[src/brf_defs.vh]
// constants for the banked register file and its addressing
`ifndef BRF_DEFS_VH
`define BRF_DEFS_VH
// ------------------------------------------------------------
// register addresses (bank 0 unless stated)
// ------------------------------------------------------------
`define BRF_ADDR_PTR 8'hfd
`define BRF_ADDR_SP_HI 8'hfe
`define BRF_ADDR_SP_LO 8'hff
`define BRF_ADDR_INT_MASK 8'hfb
`define BRF_ADDR_P0 8'h00
`define BRF_ADDR_P1 8'h01
`define BRF_ADDR_P3 8'h03
`define BRF_ADDR_CTL_LO 8'hf0
`define BRF_ADDR_PROT_LO 8'h80
`define BRF_ADDR_PROT_HI 8'hef
`define BRF_WR_HI_NIB 4'he
`define BRF_BANK0 4'h0
`define BRF_BANKF 4'hf
// bank f locations
`define BRF_F_PORT_CFG 4'h0
`define BRF_F_STOP_RCV 4'hb
`define BRF_F_STOP_RCV2 4'hd
`define BRF_F_WDOG 4'hf
`define BRF_GRP_F 4'h0
// ------------------------------------------------------------
// fields and reset values
// ------------------------------------------------------------
`define BRF_PTR_GRP_HI 7
`define BRF_PTR_GRP_LO 4
`define BRF_PTR_BANK_HI 3
`define BRF_PTR_BANK_LO 0
`define BRF_MASK_PROT_BIT 6
`define BRF_PTR_RST 8'h00
`define BRF_SP_RST 8'h00
`define BRF_PORT_CFG_RST 8'hfe
`define BRF_STOP_RCV_RST 8'h20
`define BRF_STOP_RCV2_RST 8'h00
`define BRF_WDOG_RST 8'h0f
`define BRF_MASK_RST 8'h00
`define BRF_OUT_RST 8'h00
`define BRF_SEL_RST 2'h0
`define BRF_UNDEF_RD 8'hff
// addressing modes presented by the core
`define BRF_MODE_DIRECT 2'h0
`define BRF_MODE_WORK 2'h1
`define BRF_MODE_INDIR 2'h2
`endif

[src/brf_reg_file.v]
// banked register file with pointer based addressing
// Overview of operation
// - Pointer bits 7 to 4 pick the working group used by short 4-bit addresses.
// - Pointer bits 3 to 0 pick which expanded bank is mapped into the space.
// - Short addresses reach 16 contiguous locations at the group base from the pointer.
// - Full 8-bit register addresses reach operands directly or indirectly.
// - The space 0 to 255 forms 16 groups of 16 registers per bank, 16 banks total.
// - Bank F holds only the four configuration registers; other expanded spots are absent.
// - Bank 0 holds 3 ports, 238 general registers and 15 control registers.
// - Locations e0h to efh are reached only by working or indirect addressing.
// - General registers start undefined and, except the high stack pointer at feh, keep their value over in-range resets.
// - After a low voltage reset below 1.8 V general register contents are not trusted.
// - The stack sits in general registers under the low pointer; the high one is plain storage.
// - Both stack pointers clear to zero after every reset and every stop recovery.
// - With the option built in, writes to 80h to efh are blocked while protection is on.
// - Interrupt mask bit 6 written 1 turns protection on and 0 turns it off.
// - Power on, watchdog, stop recovery and low voltage recovery each reset the block.
`include "brf_defs.vh"
module brf_reg_file #(
    parameter RAM_PROT_OPT = 1
) (
    input wire core_clk,
    input wire resetn,
    input wire por_rst,
    input wire wdt_rst,
    input wire stop_rcv_rst,
    input wire lv_rst,
    input wire acc_en,
    input wire acc_wr,
    input wire [1:0] acc_mode,
    input wire [7:0] acc_addr,
    input wire [7:0] acc_wdata,
    input wire [7:0] port_rdata,
    output reg [7:0] acc_rdata,
    output reg acc_rvalid,
    output reg [7:0] port_wdata,
    output reg [1:0] port_sel,
    output reg port_wr,
    output reg [7:0] register_group_bank_pointer,
    output reg [7:0] stack_pointer_low,
    output reg ram_protect_on,
    output reg gpr_suspect,
    output reg [7:0] port_configuration_reg,
    output reg [7:0] stop_recovery_reg,
    output reg [7:0] stop_recovery_reg_two,
    output reg [7:0] watchdog_mode_reg
);
    // ------------------------------------------------------------
    // reset gathering
    // ------------------------------------------------------------
    wire dev_rst;
    assign dev_rst = ~resetn | por_rst | wdt_rst | stop_rcv_rst | lv_rst;

    // ------------------------------------------------------------
    // address resolution
    // ------------------------------------------------------------
    reg [7:0] eff_addr;
    reg direct_blocked;
    wire [3:0] grp_sel;
    wire [3:0] bank_sel;
    assign grp_sel = register_group_bank_pointer[`BRF_PTR_GRP_HI:`BRF_PTR_GRP_LO];
    assign bank_sel = register_group_bank_pointer[`BRF_PTR_BANK_HI:`BRF_PTR_BANK_LO];

    always @* begin
        eff_addr = acc_addr;
        direct_blocked = 1'b0;
        if (acc_mode == `BRF_MODE_WORK) begin
            eff_addr = {grp_sel, acc_addr[3:0]};
        end else if (acc_mode == `BRF_MODE_DIRECT) begin
            // the e0h-efh slot in an 8-bit field means working-register escape
            if (acc_addr[7:4] == `BRF_WR_HI_NIB) begin
                direct_blocked = 1'b1;
            end
            eff_addr = acc_addr;
        end else begin
            eff_addr = acc_addr;
        end
    end

    // bank selection only affects the bottom group; upper groups stay bank 0
    wire in_exp_grp;
    wire exp_hit_f;
    wire exp_unimpl;
    assign in_exp_grp = (eff_addr[7:4] == `BRF_GRP_F) && (bank_sel != `BRF_BANK0);
    assign exp_hit_f = in_exp_grp && (bank_sel == `BRF_BANKF) &&
        (eff_addr[3:0] == `BRF_F_PORT_CFG || eff_addr[3:0] == `BRF_F_STOP_RCV ||
         eff_addr[3:0] == `BRF_F_STOP_RCV2 || eff_addr[3:0] == `BRF_F_WDOG);
    assign exp_unimpl = in_exp_grp && !exp_hit_f;

    wire is_ctl;
    wire is_port;
    wire is_gpr;
    assign is_ctl = !in_exp_grp && (eff_addr >= `BRF_ADDR_CTL_LO) &&
        (eff_addr != `BRF_ADDR_SP_HI);
    assign is_port = !in_exp_grp && (eff_addr <= `BRF_ADDR_P3) &&
        (eff_addr != `BRF_ADDR_P1);
    assign is_gpr = !in_exp_grp && !is_ctl && !is_port;

    wire prot_range;
    assign prot_range = (eff_addr >= `BRF_ADDR_PROT_LO) && (eff_addr <= `BRF_ADDR_PROT_HI);

    wire wr_go;
    wire gpr_wr;
    assign wr_go = acc_en && acc_wr && !direct_blocked;
    assign gpr_wr = wr_go && is_gpr &&
        !((RAM_PROT_OPT != 0) && ram_protect_on && prot_range);

    // ------------------------------------------------------------
    // general-purpose storage (also backs the stack and the high pointer)
    // ------------------------------------------------------------
    // the high pointer is plain storage, so every reset clears it by a write into the array
    wire store_wr;
    wire [7:0] store_waddr;
    wire [7:0] store_wdata;
    wire [7:0] gpr_rdata;
    assign store_wr = gpr_wr || dev_rst;
    assign store_waddr = dev_rst ? `BRF_ADDR_SP_HI : eff_addr;
    assign store_wdata = dev_rst ? `BRF_SP_RST : acc_wdata;
    brf_gpr_bank u_gpr (
        .core_clk(core_clk),
        .wr_en(store_wr),
        .wr_addr(store_waddr),
        .wr_data(store_wdata),
        .rd_addr(eff_addr),
        .rd_data(gpr_rdata)
    );

    // ------------------------------------------------------------
    // control register next values
    // ------------------------------------------------------------
    reg [7:0] int_mask_r;
    reg [7:0] int_mask_nxt;
    reg [7:0] ptr_nxt;
    reg [7:0] sp_low_nxt;
    reg prot_nxt;
    wire ctl_wr;
    assign ctl_wr = wr_go && is_ctl;

    always @* begin
        ptr_nxt = register_group_bank_pointer;
        sp_low_nxt = stack_pointer_low;
        int_mask_nxt = int_mask_r;
        prot_nxt = ram_protect_on;
        if (ctl_wr) begin
            case (eff_addr)
                `BRF_ADDR_PTR: begin
                    ptr_nxt = acc_wdata;
                end
                `BRF_ADDR_SP_LO: begin
                    sp_low_nxt = acc_wdata;
                end
                `BRF_ADDR_INT_MASK: begin
                    int_mask_nxt = acc_wdata;
                    // without the option built in the flag can never rise
                    prot_nxt = (RAM_PROT_OPT != 0) && acc_wdata[`BRF_MASK_PROT_BIT];
                end
                default: begin
                    ptr_nxt = register_group_bank_pointer;
                end
            endcase
        end
    end

    always @(posedge core_clk) begin
        if (dev_rst) begin
            register_group_bank_pointer <= `BRF_PTR_RST;
            stack_pointer_low <= `BRF_SP_RST;
            int_mask_r <= `BRF_MASK_RST;
            ram_protect_on <= 1'b0;
        end else begin
            register_group_bank_pointer <= ptr_nxt;
            stack_pointer_low <= sp_low_nxt;
            int_mask_r <= int_mask_nxt;
            ram_protect_on <= prot_nxt;
        end
    end

    // ------------------------------------------------------------
    // bank f configuration registers
    // ------------------------------------------------------------
    reg [7:0] port_cfg_nxt;
    reg [7:0] stop_rcv_nxt;
    reg [7:0] stop_rcv_two_nxt;
    reg [7:0] wdog_nxt;
    wire cfg_wr;
    assign cfg_wr = wr_go && exp_hit_f;

    always @* begin
        port_cfg_nxt = port_configuration_reg;
        stop_rcv_nxt = stop_recovery_reg;
        stop_rcv_two_nxt = stop_recovery_reg_two;
        wdog_nxt = watchdog_mode_reg;
        if (cfg_wr) begin
            case (eff_addr[3:0])
                `BRF_F_PORT_CFG: begin
                    port_cfg_nxt = acc_wdata;
                end
                `BRF_F_STOP_RCV: begin
                    stop_rcv_nxt = acc_wdata;
                end
                `BRF_F_STOP_RCV2: begin
                    stop_rcv_two_nxt = acc_wdata;
                end
                `BRF_F_WDOG: begin
                    wdog_nxt = acc_wdata;
                end
                default: begin
                    wdog_nxt = watchdog_mode_reg;
                end
            endcase
        end
    end

    always @(posedge core_clk) begin
        if (dev_rst) begin
            port_configuration_reg <= `BRF_PORT_CFG_RST;
            stop_recovery_reg <= `BRF_STOP_RCV_RST;
            stop_recovery_reg_two <= `BRF_STOP_RCV2_RST;
            watchdog_mode_reg <= `BRF_WDOG_RST;
        end else begin
            port_configuration_reg <= port_cfg_nxt;
            stop_recovery_reg <= stop_rcv_nxt;
            stop_recovery_reg_two <= stop_rcv_two_nxt;
            watchdog_mode_reg <= wdog_nxt;
        end
    end

    // ------------------------------------------------------------
    // read data selection
    // ------------------------------------------------------------
    reg [7:0] ctl_rd;
    reg [7:0] rdata_nxt;
    wire rd_go;
    assign rd_go = acc_en && !acc_wr;

    always @* begin
        case (eff_addr)
            `BRF_ADDR_PTR: ctl_rd = register_group_bank_pointer;
            `BRF_ADDR_SP_LO: ctl_rd = stack_pointer_low;
            `BRF_ADDR_INT_MASK: ctl_rd = int_mask_r;
            default: ctl_rd = `BRF_UNDEF_RD;
        endcase
    end

    // data holds until the next read, so the core may pick it up late
    always @* begin
        rdata_nxt = acc_rdata;
        if (rd_go) begin
            if (direct_blocked) begin
                rdata_nxt = `BRF_UNDEF_RD;
            end else if (exp_unimpl) begin
                rdata_nxt = `BRF_UNDEF_RD;
            end else if (exp_hit_f) begin
                // bank f registers are write only
                rdata_nxt = `BRF_UNDEF_RD;
            end else if (is_port) begin
                rdata_nxt = port_rdata;
            end else if (is_ctl) begin
                rdata_nxt = ctl_rd;
            end else begin
                rdata_nxt = gpr_rdata;
            end
        end
    end

    // ------------------------------------------------------------
    // port strobes and read handshake
    // ------------------------------------------------------------
    reg [7:0] port_wdata_nxt;
    reg [1:0] port_sel_nxt;
    reg port_wr_nxt;
    always @* begin
        port_wr_nxt = wr_go && is_port;
        port_wdata_nxt = port_wdata;
        port_sel_nxt = port_sel;
        if (port_wr_nxt) begin
            port_wdata_nxt = acc_wdata;
            port_sel_nxt = eff_addr[1:0];
        end
    end

    always @(posedge core_clk) begin
        if (dev_rst) begin
            acc_rdata <= `BRF_OUT_RST;
            acc_rvalid <= 1'b0;
            port_wr <= 1'b0;
            port_wdata <= `BRF_OUT_RST;
            port_sel <= `BRF_SEL_RST;
        end else begin
            acc_rdata <= rdata_nxt;
            acc_rvalid <= rd_go;
            port_wr <= port_wr_nxt;
            port_wdata <= port_wdata_nxt;
            port_sel <= port_sel_nxt;
        end
    end

    // ------------------------------------------------------------
    // low voltage flag
    // ------------------------------------------------------------
    // a low voltage event wins over a clear in the same cycle so it is never lost
    reg suspect_nxt;
    wire suspect_clr;
    assign suspect_clr = !resetn || por_rst;
    always @* begin
        suspect_nxt = gpr_suspect;
        if (lv_rst) begin
            suspect_nxt = 1'b1;
        end else if (suspect_clr) begin
            suspect_nxt = 1'b0;
        end
    end
    always @(posedge core_clk) begin
        gpr_suspect <= suspect_nxt;
    end
endmodule

[src/brf_gpr_bank.v]
// general-purpose storage, deliberately without reset so contents survive resets
`include "brf_defs.vh"
module brf_gpr_bank (
    input wire core_clk,
    input wire wr_en,
    input wire [7:0] wr_addr,
    input wire [7:0] wr_data,
    input wire [7:0] rd_addr,
    output reg [7:0] rd_data
);
    reg [7:0] mem_r [0:255];
    // ------------------------------------------------------------
    // storage
    // ------------------------------------------------------------
    // no reset: values held across resets, undefined at power up
    always @(posedge core_clk) begin
        if (wr_en) begin
            mem_r[wr_addr] <= wr_data;
        end
    end
    // read is combinational so storage answers in the same cycle as the control registers
    always @* begin
        rd_data = mem_r[rd_addr];
    end
endmodule

[config.mk]
export PLATFORM = sky130hd
export DESIGN_NAME = brf_reg_file
export DESIGN_NICKNAME = d
export VERILOG_FILES = /design/src/brf_reg_file.v /design/src/brf_gpr_bank.v
export VERILOG_INCLUDE_DIRS = /design/src
export SDC_FILE = /design/constraint.sdc
export NUM_CORES = 2
export LEC_CHECK = 0
export BUFFER_PORTS_ARGS = -buffer_cell sky130_fd_sc_hd__clkbuf_2
export CAP_MARGIN = 20
export CORE_MARGIN = 2
export CORE_UTILIZATION = 25
export CTS_BUF_LIST = sky130_fd_sc_hd__clkbuf_2 sky130_fd_sc_hd__clkbuf_4 sky130_fd_sc_hd__clkbuf_8
export CTS_CLUSTER_DIAMETER = 150
export CTS_CLUSTER_SIZE = 12
export DETAILED_ROUTE_END_ITERATION = 8
export PLACE_DENSITY = 0.5
export SYNTH_ARGS = -nofsm -noshare
export SYNTH_HDL_FRONTEND = slang
export SYNTH_SLANG_ARGS = --single-unit
[constraint.sdc]
create_clock -name core_clk -period 6.9 [get_ports core_clk]
set_input_delay 0.69 -clock core_clk [delete_from_list [all_inputs] [get_ports core_clk]]
set_output_delay 0.69 -clock core_clk [all_outputs]
set_load 0.005 [all_outputs]
# Word-level counts from Yosys, hierarchy flattened
# Memories as Yosys holds them, arrays and structs flattened.
# Cells that the tools add are included.
# Widths: inputs -> output; s select.
op_classes:
  n_lt_le_gt_ge: 4
  eq_ne: 11
  muxes: 14
  bitwise_logic: 5
  n_reduce_logical: 44
op_table:
  columns: ["operator", "n"]
  rows:
  - ["$mux 8", 8]
  - ["$eq 8x8->1 const B", 3]
  - ["$pmux 8 s3", 1]
  - ["$eq 4x4->1 const B", 5]
  - ["$logic_and 1x1->1", 20]
  - ["$ge 8x8->1 const B", 2]
  - ["$reduce_and 2->1", 7]
  - ["$le 8x2->1 const B", 1]
  - ["$le 8x8->1 const B", 1]
  - ["$logic_not 1->1", 8]
  - ["$logic_not 4->1", 2]
  - ["$ne 8x1->1 const B", 1]
  - ["$ne 8x8->1 const B", 1]
  - ["$logic_or 1x1->1", 5]
  - ["$mux 1", 5]
  - ["$or 1x1->1", 4]
  - ["$reduce_bool 4->1", 1]
  - ["$eq 2x1->1 const B", 1]
  - ["$logic_not 2->1", 1]
  - ["$not 1->1", 1]
word_totals:
  ff_bits: 78
  ram_bits: 2048
  input_bits: 34
  n_memories: 1
memory_table:
  columns: ["memory", "depth", "word_bits", "rd", "rd_clocked_by_memory_dff", "wr", "line", "text"]
  rows:
  - ["u_gpr.mem_r", 256, 8, 1, 0, 1, "brf_gpr_bank.v:11", "reg [7:0] mem_r [0:255];"]

# Longest topological paths before layout
logic_depth:
  ltp_word: 15
  ltp_mapped: 14
  mapped_depth_nobuf: 7

# Hierarchy
# From an unflattened synthesis, not the netlist that was laid out.
hier_totals:
  hier_cells: 4113
  area_unflattened_um2: 82870.7
by_module_without_submodules:
  columns: ["mod", "n_inst", "cells_each", "area_each_um2", "seq_area_each_um2"]
  rows:
  - ["brf_gpr_bank", 1, 3725, 79396.1, 61499.0]
  - ["brf_reg_file", 1, 388, 3474.6, 1541.5]

# Worst setup path after synthesis
# Ideal clock, no wire load.
synth_timing:
  kind: "input to register"
  startpoint: "input por_rst"
  endpoint: "memory u_gpr.mem_r[0][1], data pin"
  t_arrival_ns: 5.416
  required_time_ns: 6.031
  path_slack_ns: 0.615
  cell_stages: 5
  cell_sequence: "nand2b_1 -> nor4_1 -> clkbuf_1 -> clkbuf_1 -> and2_1"
synth_between:
  elab_chain_len: 5
synth_lines:
  columns: ["element", "line", "text"]
  rows:
  - ["start: declaration", "brf_reg_file.v:24", "input wire por_rst,"]
  - ["$or 1x1->1 (4 in a row)", "brf_reg_file.v:52", "assign dev_rst = ~resetn | por_rst | wdt_rst | stop_rcv_rst | lv_rst;"]
  - ["$mux 8", "brf_reg_file.v:118", "assign store_wdata = dev_rst ? `BRF_SP_RST : acc_wdata;"]
  - ["via store_wdata[1]", "brf_reg_file.v:114", "wire [7:0] store_wdata;"]
  - ["end: declaration", "brf_gpr_bank.v:11", null]
# The timed path passes the listed nets, and every way through them passes these cells.

# Final worst setup path
layout_timing:
  startpoint: "register register_group_bank_pointer[6]"
  endpoint: "memory u_gpr.mem_r[49][4] (enable)"
layout_between:
  elab_chain_len: 14
layout_lines:
  columns: ["element", "line", "text"]
  rows:
  - ["start: declaration", "brf_reg_file.v:39", "output reg [7:0] register_group_bank_pointer,"]
  - ["start signal: assignment", "brf_reg_file.v:166", "register_group_bank_pointer <= `BRF_PTR_RST;"]
  - ["start signal: assignment", "brf_reg_file.v:171", "register_group_bank_pointer <= ptr_nxt;"]
  - ["$mux 8 (*)", "brf_reg_file.v:67", "if (acc_mode == `BRF_MODE_WORK) begin"]
  - ["branches (longest 13 deep; another with $ge 8x8->1)", null, null]
# Mark *: on every way between the ends.

==> out/results.txt <==
post-detail-place hpwl - 157000 um
FILL cells - 32800
Max transition margin - 20.3%
CORE AREA - 0.331 mm2
Starting Density - 25.2%
full die area - 0.338 mm2
WP data arrival - 5.42 ns
Pwr Density - 239 mW/mm2
worst r2r src - register_group_bank_pointer[6]
Syn Inst Count - 4183
die height - 581 um
Post-Syn Area - 0.0833 mm2
drt total wl - 255000 um
DRT iter0 DRCs - 5627
Final GP Congestion - 0.855
fin crit period - 4.83 ns
die width - 581 um
CP required - 7.48 ns
Setup WS pre-CTS - 1.21 ns
global-route wire length before repair - 354000 um
fraction of layout cells with a size suffix above 1 - 22.7%
Reg with most FFs - u_gpr.mem_r
setup TNS - 0 ns
1st-pass router iterations - 5
CP top delay family - simple AND/OR/NAND/NOR gates
worst reg2reg endpoint - u_gpr.mem_r[49][4]
max reg flops - 2048
Final Setup Violations - 0
H-tree depth - 4
RSZ-0062 raised after global routing - false
CP Capture Type - flip-flop
Critical Path Stages - 10
clock latency on the worst-skew pair - 1.02 ns
Least-Margin Pin Slew - 1.19 ns
max cap viols - 0
vias in the first global route - 43300
CP cell instances - buf_4 -> nand2_1 -> mux2i_4 -> nand2_2 -> mux2_4 -> a211oi_4 -> buf_4 -> nand4_1 -> buf_4 -> nor2_1
worst hold path class - in2reg
most frequent CP cell - buf_4
R2R setup slack - 2.07 ns
final hold vios - 0
number of I/O port buffers - 103
critical path startpoint - register_group_bank_pointer[6]
Final period util - 70.0%
wire length per cell - 28.5 um
Max Slew Vio Count - 0
Max Buffers Root-to-Sink - 3
Crit path buffers/inverters - 3
number of top-level pins - 104
post-route setup slack - 2.07 ns
post-synthesis cell type count - 81
largest net degree at the start of global routing - 175
CTS Sinks - 2125
initial antenna violation count - 17
skew final - 0.0874 ns
status - completed
Yosys reg bits - 2125
TritonCTS clock tree - built
Worst R2R Path Depth - 10
FMAX - 207 MHz
top_reg_cell synth - edfxtp_1
std cell rows - 211
syn avg cell area - 19.9 um2
leakage - 31.8 nW
Max Fanout on Critical Path - 13
DR vias - 43300
overall global routing resource usage - 14.7%
sequential fraction of the synthesis area - 75.7%
clock root buffer - clkbuf_8
Final Util - 28.1%
share of flip-flops with an asynchronous set or reset - 0%
maximum vdd drop - 194 uV
Post-synth EDFFs - 2048
Vias/cell - 4.84
FF+latch area - 0.0630 mm2
cts bufs inserted - 195
Ys Warns - 0
P&R area growth vs syn - 11.7%
total grt overflow - 0
Worst Setup EP - u_gpr.mem_r[49][4]
post-route ant nets - 0
Crit Path Class - reg2reg
nets@finish - 4533
Multi-input gate area - 0.0193 mm2
Critical Path Start Type - flip-flop
drt drc - 0
CP peak stage delay - 0.74 ns
Max stage delay cell, worst path - a211oi_4
Worst-path clk slew - 0.09 ns
==> routing by layer <==
metal / wire (um) / vias up / track usage, %
met2: 117000 / 1985 / 23.1
met4: 8230 / 6 / 4.68
met1: 108000 / 23300 / 20.2
met3: 20800 / 388 / 3.16
met5: 45 / - / 0
li1: - / 17600 / -
==> what timing repair did <==
| item | 4_1_cts | 5_1_grt |
|---|---|---|
| hold buffers | 3 | 0 |
| hold endpoints to repair | 4 | 0 |
| buffers inserted | 0 | 0 |
| gates resized for setup | 0 | 0 |
| setup endpoints to repair | 0 | 0 |
==> metrics by stage <==
step                      total power, mW  cells  hold WS [ns]  cell area (um2)
after CTS                            22.4   8929       0.00448            93000
final                                22.2   8937         0.118            93100
after global placement               15.4   8657         0.444            89700
after global routing                 22.9   8934        0.0738            93100
after floorplan                      14.9   4326         0.437            83900
after detailed placement             15.4   8662         0.451            89700
==> where the power goes <==
part           leakage, nW  internal [mW]  switching (mW)
Sequential            22.7           14.0          0.0127
Combinational         7.34          0.340           0.722
Clock                 1.73           2.91            4.22
Total                 31.8           17.3            4.95
==> worst min-delay path by stage <==
stage | startpoint | endpoint | slack (ns) | depth (start not counted)
2_1_floorplan | int_mask_r[7] | int_mask_r[7] | 0.44 | 2
4_1_cts | acc_wdata[3] | register_group_bank_pointer[3] | 0.004 | 3
5_1_grt | acc_wdata[1] | register_group_bank_pointer[1] | 0.07 | 3
6_report | acc_wdata[1] | register_group_bank_pointer[1] | 0.12 | 3
3_3_place_gp | port_sel[1] | port_sel[1] | 0.44 | 2
3_5_place_dp | port_wdata[2] | port_wdata[2] | 0.45 | 2
==> area by class of cell <==
cell class,count,share of cell area (%)
sequential,2125,67.7
multi-input combinational,1928,20.8
tap,4366,5.87
clock buffer,251,3.36
timing repair buffer,242,2.03
clock inverter,13,0.156
inverter,7,0.0336
antenna,5,0.0134
==> cell usage in the layout, fill, tap and decap left out, types with 5 or more instances in the layout <==
cell type,synthesis,final
nand4_2,5,5
and3_1,9,9
dfxtp_1,77,77
buf_4,35,107
mux4_2,462,462
nor3_1,16,15
o21ai_0,28,28
a22oi_1,50,50
nand2b_1,5,5
mux2_2,8,8
nand4_1,20,20
mux2i_1,218,217
nor2_1,304,302
a2111oi_0,13,11
buf_12,0,24
conb_1,1,144
a21oi_1,69,68
diode_2,0,5
nand2_1,213,213
a211o_1,5,5
nor4_1,12,11
a22o_1,11,11
clkbuf_8,0,198
edfxtp_1,2048,2048
and2_4,0,8
a221oi_1,35,35
o221ai_1,7,7
clkbuf_2,1,99
clkbuf_4,3,54
inv_8,0,5
a32oi_1,17,17
a31oi_1,19,18
a211oi_1,39,37
nand3_1,67,66
o22ai_1,47,47
o211ai_1,11,11
==> kinds of logic after synthesis <==
family,synth area share (%)
other cells,0.00450
buf+inv,1.96
compound gates,3.33
mux,15.3
flops,75.7
simple gates,3.72
==> worst reg2reg max path: stages, from the launching register on <==
cell      delay, ns
dfxtp_1        0.32
buf_4          0.20
nand2_1        0.16
mux2i_4        0.29
nand2_2        0.16
mux2_4         0.34
a211oi_4       0.74
buf_4          0.30
nand4_1        0.74
buf_4          0.56
nor2_1         0.59
==> synthesized netlist by cell type (20+ instances only) <==
cell	number	area share, %
a21oi_1	69	0.41
a22oi_1	50	0.45
nand2_1	213	0.96
mux4_2	462	12
mux2i_1	218	2.6
dfxtp_1	77	1.9
a211oi_1	39	0.35
o21ai_0	28	0.17
o22ai_1	47	0.35
edfxtp_1	2048	74
a221oi_1	35	0.37
buf_6	38	0.51
clkbuf_1	97	0.44
buf_2	67	0.40
buf_4	35	0.32
nand3_1	67	0.40
nor2_1	304	1.4
nand4_1	20	0.15
(Power assumes the default switching activity.)
